## src/frc_pkg.sv

```systemverilog
// package for the flash read configuration register block
package frc_pkg;

	// ------------------------------------------------------------
	// register offsets (byte addresses, AXI4-Lite)
	// ------------------------------------------------------------
	localparam logic [7:0] NV_OFFSET     = 8'h00;
	localparam logic [7:0] VOL_OFFSET    = 8'h04;
	localparam logic [7:0] CTRL_OFFSET   = 8'h08;
	localparam logic [7:0] STATUS_OFFSET = 8'h0C;

	// ------------------------------------------------------------
	// field positions
	// ------------------------------------------------------------
	localparam int IMP_LSB   = 5;
	localparam int WRAP_EN   = 4;
	localparam int ECC_BIT   = 3;
	localparam int DEEP_BIT  = 2;
	localparam int WLEN_LSB  = 0;
	localparam int CTRL_CS   = 0;
	localparam int CTRL_HRST = 1;
	localparam int CTRL_PWRON = 2;
	localparam int ST_DEEP   = 0;
	localparam int ST_ECCCHG = 1;

	// ------------------------------------------------------------
	// reset values
	// ------------------------------------------------------------
	localparam logic [2:0] IMP_RESET  = 3'h5;
	localparam logic       WRAP_RESET = 1'h0;
	localparam logic       ECC_RESET  = 1'h1;
	localparam logic       DEEP_RESET = 1'h0;
	localparam logic [1:0] WLEN_RESET = 2'h0;
	localparam logic [7:0] CFG_RESET  = 8'hA8;

	// axi response codes
	localparam logic [1:0] RESP_OKAY   = 2'h0;
	localparam logic [1:0] RESP_SLVERR = 2'h2;

	typedef enum logic [0:0] {
		PWR_STANDBY   = 1'b0,
		PWR_DEEP_DOWN = 1'b1
	} frc_power_type;

	typedef struct packed {
		logic [2:0] driver_impedance_select;
		logic       wrap_burst_enable;
		logic       ecc_mode_select;
		logic       deep_sleep_at_poweron;
		logic [1:0] wrap_length_select;
	} frc_cfg_type;

	typedef struct packed {
		logic [6:0] impedance_ohms;
		logic       wrap_enable;
		logic [6:0] wrap_bytes;
		logic       ecc_double_detect;
	} frc_drive_type;

endpackage : frc_pkg

```

## src/frc_block.sv

```systemverilog
// flash read configuration register: non-volatile and volatile copies on AXI4-Lite
`timescale 1ns/1ps
module frc_block (
	// clock and reset
	input  wire logic                clk_sys,
	input  wire logic                rst,
	// axi4-lite write address
	input  wire logic [7:0]          s_axi_awaddr,
	input  wire logic                s_axi_awvalid,
	output logic                     s_axi_awready,
	// axi4-lite write data
	input  wire logic [31:0]         s_axi_wdata,
	input  wire logic [3:0]          s_axi_wstrb,
	input  wire logic                s_axi_wvalid,
	output logic                     s_axi_wready,
	// axi4-lite write response
	output logic [1:0]               s_axi_bresp,
	output logic                     s_axi_bvalid,
	input  wire logic                s_axi_bready,
	// axi4-lite read address
	input  wire logic [7:0]          s_axi_araddr,
	input  wire logic                s_axi_arvalid,
	output logic                     s_axi_arready,
	// axi4-lite read data
	output logic [31:0]              s_axi_rdata,
	output logic [1:0]               s_axi_rresp,
	output logic                     s_axi_rvalid,
	input  wire logic                s_axi_rready,
	// device-side pins
	input  wire logic                cs_n_pin,
	// decoded configuration to the array and io logic
	output frc_pkg::frc_drive_type   drive_out,
	output logic                     deep_power_down,
	output logic                     ecc_mode_changed
);

	// ------------------------------------------------------------
	// decode helpers
	// ------------------------------------------------------------
	function automatic logic [6:0] imp_ohms(input logic [2:0] s);
		unique case (s)
			3'h0: imp_ohms = 7'h2D;
			3'h1: imp_ohms = 7'h78;
			3'h2: imp_ohms = 7'h5A;
			3'h3: imp_ohms = 7'h3C;
			3'h4: imp_ohms = 7'h2D;
			3'h5: imp_ohms = 7'h1E;
			3'h6: imp_ohms = 7'h14;
			3'h7: imp_ohms = 7'h0F;
		endcase
	endfunction

	function automatic logic [6:0] wrap_bytes(input logic [1:0] s);
		wrap_bytes = 7'(7'h08 << s);
	endfunction

	// merge byte lane 0 only; the registers are 8 bits wide
	function automatic logic [7:0] lane0(input logic [7:0] old, input logic [31:0] d, input logic [3:0] be);
		lane0 = be[0] ? d[7:0] : old;
	endfunction

	// ------------------------------------------------------------
	// pin synchroniser
	// ------------------------------------------------------------
	logic cs_meta_q, cs_sync_q, cs_prev_q;
	always_ff @(posedge clk_sys or posedge rst) begin
		if (rst) begin
			cs_meta_q <= 1'b1;
			cs_sync_q <= 1'b1;
			cs_prev_q <= 1'b1;
		end else begin
			cs_meta_q <= cs_n_pin;
			cs_sync_q <= cs_meta_q;
			cs_prev_q <= cs_sync_q;
		end
	end
	// pulse detected on the rising edge that ends a low pulse
	wire cs_pulse = cs_sync_q & ~cs_prev_q;

	// ------------------------------------------------------------
	// axi write channel
	// ------------------------------------------------------------
	logic       aw_have_q, aw_have_d, w_have_q, w_have_d, bvalid_q, bvalid_d;
	logic [7:0] awaddr_q, awaddr_d;
	logic [31:0] wdata_q, wdata_d;
	logic [3:0] wstrb_q, wstrb_d;
	logic [1:0] bresp_q, bresp_d;
	logic       wr_fire;

	assign s_axi_awready = ~aw_have_q & ~bvalid_q;
	assign s_axi_wready  = ~w_have_q & ~bvalid_q;
	assign s_axi_bvalid  = bvalid_q;
	assign s_axi_bresp   = bresp_q;

	always_comb begin
		aw_have_d = aw_have_q;
		w_have_d  = w_have_q;
		awaddr_d  = awaddr_q;
		wdata_d   = wdata_q;
		wstrb_d   = wstrb_q;
		bvalid_d  = bvalid_q;
		bresp_d   = bresp_q;
		wr_fire   = 1'b0;
		if (s_axi_awvalid && s_axi_awready) begin
			aw_have_d = 1'b1;
			awaddr_d  = s_axi_awaddr;
		end
		if (s_axi_wvalid && s_axi_wready) begin
			w_have_d = 1'b1;
			wdata_d  = s_axi_wdata;
			wstrb_d  = s_axi_wstrb;
		end
		if (aw_have_q && w_have_q) begin
			wr_fire   = 1'b1;
			aw_have_d = 1'b0;
			w_have_d  = 1'b0;
			bvalid_d  = 1'b1;
			unique case (awaddr_q)
				frc_pkg::NV_OFFSET, frc_pkg::VOL_OFFSET, frc_pkg::CTRL_OFFSET: bresp_d = frc_pkg::RESP_OKAY;
				default: bresp_d = frc_pkg::RESP_SLVERR;
			endcase
		end
		if (bvalid_q && s_axi_bready)
			bvalid_d = 1'b0;
	end

	always_ff @(posedge clk_sys or posedge rst) begin
		if (rst) begin
			aw_have_q <= 1'b0;
			w_have_q  <= 1'b0;
			awaddr_q  <= 8'h00;
			wdata_q   <= 32'h0000_0000;
			wstrb_q   <= 4'h0;
			bvalid_q  <= 1'b0;
			bresp_q   <= 2'h0;
		end else begin
			aw_have_q <= aw_have_d;
			w_have_q  <= w_have_d;
			awaddr_q  <= awaddr_d;
			wdata_q   <= wdata_d;
			wstrb_q   <= wstrb_d;
			bvalid_q  <= bvalid_d;
			bresp_q   <= bresp_d;
		end
	end

	// ------------------------------------------------------------
	// configuration registers
	// ------------------------------------------------------------
	frc_pkg::frc_cfg_type nv_q, nv_d, vol_q, vol_d;
	logic                 loaded_q, loaded_d;
	logic                 eccchg_q, eccchg_d;
	frc_pkg::frc_power_type pwr_q, pwr_d;
	logic [7:0]           wbyte;

	always_comb begin
		nv_d     = nv_q;
		vol_d    = vol_q;
		loaded_d = 1'b1;
		eccchg_d = eccchg_q;
		pwr_d    = pwr_q;
		wbyte    = 8'h00;
		// first cycle after reset: copy non-volatile into volatile
		if (!loaded_q) begin
			vol_d = nv_q;
			pwr_d = nv_q.deep_sleep_at_poweron ? frc_pkg::PWR_DEEP_DOWN : frc_pkg::PWR_STANDBY;
		end else if (wr_fire) begin
			unique case (awaddr_q)
				frc_pkg::NV_OFFSET: begin
					nv_d = frc_pkg::frc_cfg_type'(lane0(nv_q, wdata_q, wstrb_q));
				end
				frc_pkg::VOL_OFFSET: begin
					wbyte = lane0(vol_q, wdata_q, wstrb_q);
					vol_d = frc_pkg::frc_cfg_type'(wbyte);
					// power-on choice is read-only in the volatile copy
					vol_d.deep_sleep_at_poweron = vol_q.deep_sleep_at_poweron;
					// stored check bits no longer match; host must reprogram
					if (wbyte[frc_pkg::ECC_BIT] != vol_q.ecc_mode_select)
						eccchg_d = 1'b1;
				end
				frc_pkg::CTRL_OFFSET: begin
					if (wstrb_q[0] && wdata_q[frc_pkg::CTRL_CS])
						eccchg_d = 1'b0;
					if (wstrb_q[0] && wdata_q[frc_pkg::CTRL_HRST])
						pwr_d = frc_pkg::PWR_STANDBY;
					// power cycle that keeps the non-volatile copy; rst restores factory values,
					// so only this path shows the power-on choice of a programmed copy.
					// bus spacing keeps any write out of the reload cycle
					if (wstrb_q[0] && wdata_q[frc_pkg::CTRL_PWRON])
						loaded_d = 1'b0;
				end
				default: ;
			endcase
		end
		if (loaded_q && pwr_q == frc_pkg::PWR_DEEP_DOWN && cs_pulse)
			pwr_d = frc_pkg::PWR_STANDBY;
	end

	always_ff @(posedge clk_sys or posedge rst) begin
		if (rst) begin
			nv_q     <= frc_pkg::CFG_RESET;
			vol_q    <= frc_pkg::CFG_RESET;
			loaded_q <= 1'b0;
			eccchg_q <= 1'b0;
			pwr_q    <= frc_pkg::PWR_STANDBY;
		end else begin
			nv_q     <= nv_d;
			vol_q    <= vol_d;
			loaded_q <= loaded_d;
			eccchg_q <= eccchg_d;
			pwr_q    <= pwr_d;
		end
	end

	// ------------------------------------------------------------
	// decoded outputs
	// ------------------------------------------------------------
	frc_pkg::frc_drive_type drive_q;
	always_ff @(posedge clk_sys or posedge rst) begin
		if (rst) begin
			drive_q <= '0;
		end else begin
			drive_q.impedance_ohms    <= imp_ohms(vol_q.driver_impedance_select);
			drive_q.wrap_enable       <= vol_q.wrap_burst_enable;
			drive_q.wrap_bytes        <= wrap_bytes(vol_q.wrap_length_select);
			drive_q.ecc_double_detect <= vol_q.ecc_mode_select;
		end
	end
	assign drive_out        = drive_q;
	assign deep_power_down  = (pwr_q == frc_pkg::PWR_DEEP_DOWN);
	assign ecc_mode_changed = eccchg_q;

	// ------------------------------------------------------------
	// axi read channel
	// ------------------------------------------------------------
	logic        rvalid_q, rvalid_d;
	logic [31:0] rdata_q, rdata_d;
	logic [1:0]  rresp_q, rresp_d;

	assign s_axi_arready = ~rvalid_q;
	assign s_axi_rvalid  = rvalid_q;
	assign s_axi_rdata   = rdata_q;
	assign s_axi_rresp   = rresp_q;

	always_comb begin
		rvalid_d = rvalid_q;
		rdata_d  = rdata_q;
		rresp_d  = rresp_q;
		if (s_axi_arvalid && s_axi_arready) begin
			rvalid_d = 1'b1;
			rresp_d  = frc_pkg::RESP_OKAY;
			unique case (s_axi_araddr)
				frc_pkg::NV_OFFSET:     rdata_d = {24'h000000, nv_q};
				frc_pkg::VOL_OFFSET:    rdata_d = {24'h000000, vol_q};
				frc_pkg::CTRL_OFFSET:   rdata_d = 32'h0000_0000;
				frc_pkg::STATUS_OFFSET: rdata_d = {30'h0, eccchg_q, deep_power_down};
				default: begin
					rdata_d = 32'h0000_0000;
					rresp_d = frc_pkg::RESP_SLVERR;
				end
			endcase
		end else if (rvalid_q && s_axi_rready) begin
			rvalid_d = 1'b0;
		end
	end

	always_ff @(posedge clk_sys or posedge rst) begin
		if (rst) begin
			rvalid_q <= 1'b0;
			rdata_q  <= 32'h0000_0000;
			rresp_q  <= 2'h0;
		end else begin
			rvalid_q <= rvalid_d;
			rdata_q  <= rdata_d;
			rresp_q  <= rresp_d;
		end
	end
endmodule // frc_block

```

## config.mk

```make
export PLATFORM = sky130hd
export DESIGN_NAME = frc_block
export DESIGN_NICKNAME = d
export VERILOG_FILES = /design/src/frc_pkg.sv /design/src/frc_block.sv
export SDC_FILE = /design/constraint.sdc
export NUM_CORES = 1
export LEC_CHECK = 0
export ABC_CLOCK_PERIOD_IN_PS = 4000
export BUFFER_PORTS_ARGS = -buffer_cell sky130_fd_sc_hd__buf_2
export CORE_ASPECT_RATIO = 0.75
export CORE_MARGIN = 2
export CORE_UTILIZATION = 25
export CTS_CLUSTER_SIZE = 12
export DETAILED_ROUTE_END_ITERATION = 8
export PLACE_DENSITY = 0.43
export SETUP_SLACK_MARGIN = 0.1
export SYNTH_ARGS = -nofsm -noshare
export SYNTH_HDL_FRONTEND = slang
export SYNTH_SLANG_ARGS = --single-unit
```

## constraint.sdc

```tcl
create_clock -name clk_sys -period 4 [get_ports clk_sys]
set_input_delay 0 -clock clk_sys [delete_from_list [all_inputs] [get_ports clk_sys]]
set_output_delay 0 -clock clk_sys [all_outputs]
set_load 0.1 [all_outputs]
```

==> flow_metrics.tcl <==
set metrics [dict create \
    status "finished clean" \
    wl_per_cell_um 12.3 \
    root_buffer "clkbuf_16" \
    cts_tree "yes" \
    synth_flop_cell "dfrtp_1" \
    synthSimpleGateAreaFrac 0.114 \
    tightest_slew_ps 907 \
    endpoint_kind "flop" \
    finalSetupViolCount 0 \
    drive_gt1_frac 0.357 \
    synth_compound_area_frac 0.0649 \
    ctsResizeCount 0 \
    crit_fanout 13 \
    yosys_register_bits 66 \
    via_count 1990 \
    critPathLaunchType "flop" \
    crit_type "reg -> reg" \
    rsz0062_at_grt "false" \
    antenna_left 0 \
    die_w_um 130 \
    synthesis.area_um2 2990 \
    startpoint "awaddr_q[1]" \
    rr_startpoint "awaddr_q[1]" \
    drv_slew 0 \
    insertedDiodeCount 0 \
    dieArea_um2 12900 \
    whs_path_depth 4 \
    fill_cells 1210 \
    hold_path.startpoint "s_axi_araddr[0]" \
    dr.pass1.iters 4 \
    grt_pass1_vias 1877 \
    die_h_um 98.7 \
    path_clk_slew_ps 50 \
    worstPathRequired_ps 4170 \
    fin_crit_ps 1860 \
    synthTopCellsByArea "dfrtp_1 (48%), mux2_2 (9.8%), dfstp_2 (7.9%), buf_4 (7.3%), nand2_1 (2.9%)" \
    place_congestion 0.710 \
    synth_top_area_frac 0.477 \
    synth_fa_ha_area_frac 0.0168 \
    synthDistinctLibCells 40 \
    skew_ps 4.64 \
    clock_latency_ps 330 \
    start_util 0.257 \
    pre_cts_slack_ps 2140 \
    mostFrequentLayoutCells "buf_2 (62), dfrtp_1 (57), conb_1 (29)" \
    max_freq_ghz 0.536 \
    cts_sinks 66 \
    cts_max_path_buffers 2 \
    avgSynthCellArea_um2 11.8 \
    fin_nets 401 \
    arrival_ps 2040 \
    reg2reg_depth 4 \
    grt_max_degree 44 \
    yosysTopAreaCell "dfrtp_1" \
    fin_ws_ps 2140 \
    synth_xor_xnor_area_share 0.00293 \
    hp-class "in -> reg" \
    cts_htree_levels 3 \
    grt_pass1_wl_um 9890 \
    wirelength_um 6220 \
    hold_ws_ps 61.4 \
    synth_mux_area_frac 0.135 \
    cts_buffers 9 \
    power_mw 2.64 \
    finalCritPeriodShare 0.466 \
    power_density_nw_per_um2 681 \
    peakVddDrop_mv 0.599 \
    synth_top_family_by_area "multiplexers" \
    seq_area_frac_synth 0.557 \
    drcViolationCount 0 \
    synth-warning-count 0 \
    final_common_cell "buf_2" \
    maxCapViolations 0 \
    syn_inst 253 \
    drtIter0Drc 49 \
    grt_usage 0.103 \
    io_buffers 62 \
    coreArea_um2 11600 \
    dpl.hpwl_um 4430 \
    synth_edf_count 0 \
    antenna_found_initial 0 \
    overflow 0 \
    rows 34 \
    viasPerCell 3.95 \
    area_growth_pct 29.7 \
    p_leak_nw 1.82 \
    relSlewSlack 0.395 \
    async_flop_share 1.00 \
    ios 119 \
    final-hold-violation-count 0 \
    tns_ps 0 \
]
[state kept, by name, indices dropped and copies added (netlist names), 8 cells and up]
signal / cells
s_axi_rdata: 8
wdata_q: 8
drive_out: 13
vol_q: 8
awaddr_q: 8
nv_q: 8
[cell families (layout without fill, tap and decap cells)]
| kind of cell | count (synthesis) | count (layout) |
|---|---|---|
| DFF | 66 | 66 |
| and+or+nand+nor | 61 | 61 |
| buffers and inverters | 54 | 115 |
| muxes | 36 | 36 |
| AOI/OAI and AO/OA | 30 | 30 |
| adders and majority gates | 4 | 4 |
| other | 1 | 29 |
| xor gates and xnor gates | 1 | 1 |
[final timing paths]
check                                  to  slack [ps]
setup / recovery                 vol_q[4]        2140
min in group asynchronous        vol_q[0]         420
setup reg to reg                 vol_q[4]        2140
max in group asynchronous      wdata_q[3]        2720
hold / removal             s_axi_rdata[1]          60
hold reg to reg                 cs_sync_q         360
[worst max-delay path, cell delays in order, from the launching register on]
cell,delay [ps]
dfrtp_1,400
nor4_4,360
nand4_1,540
nand3_1,270
o221ai_1,130
[Yosys cell counts (2+ instances only)]
library cell / count
nor2_1: 11
mux2i_1: 8
nand3_1: 6
a21oi_1: 3
buf_4: 29
and2_1: 3
ha_1: 4
o21ai_0: 12
nor2b_1: 3
mux2_2: 26
dfrtp_1: 57
o221ai_1: 6
a22oi_1: 2
buf_2: 3
nand2_1: 23
clkbuf_1: 4
nand4_1: 5
nand2b_1: 2
inv_1: 15
mux2_4: 2
a31oi_1: 2
dfstp_2: 9
[layout make-up]
cell class,instances,area (um^2),area share
sequential,66,1660,0.429
inverter,15,56.3,0.0145
multi-input combinational,161,1110,0.285
timing repair buffer,84,528,0.136
clock inverter,5,77.6,0.0200
clock buffer,11,243,0.0626
tap,162,203,0.0523
[per-layer routing]
| metal | global-route usage | up-vias | wire (um) |
|---|---|---|---|
| met1 | 0.150 | 940 | 3270 |
| met5 | 0 | - | 0 |
| li1 | - | 972 | - |
| met4 | 0.0397 | 0 | 113 |
| met3 | 0.0445 | 10 | 442 |
| met2 | 0.133 | 68 | 2400 |
[report_power, final]
part / total, mW / switching (mW) / internal, mW / leakage (nW)
clock: 0.841 / 0.281 / 0.560 / 0.156
sequential: 0.987 / 0.156 / 0.831 / 0.802
combinational: 0.813 / 0.586 / 0.227 / 0.858
total: 2.64 / 1.02 / 1.62 / 1.82
[repair_timing]
action	CTS	global route
hold buffers	21	0
buffers inserted	0	0
endpoints found under the hold margin	53	0
[metrics by stage]
stage / instance area, um^2 / std cells / utilization
2_1_floorplan: 3090 / 281 / -
3_3_place_gp: 3350 / 467 / 0.288
3_5_place_dp: 3350 / 467 / 0.288
4_1_cts: 3880 / 504 / 0.334
5_1_grt: 3880 / 504 / 0.334
6_report: 3880 / 504 / 0.334
No activity file was read; power rests on OpenSTA's default activity.
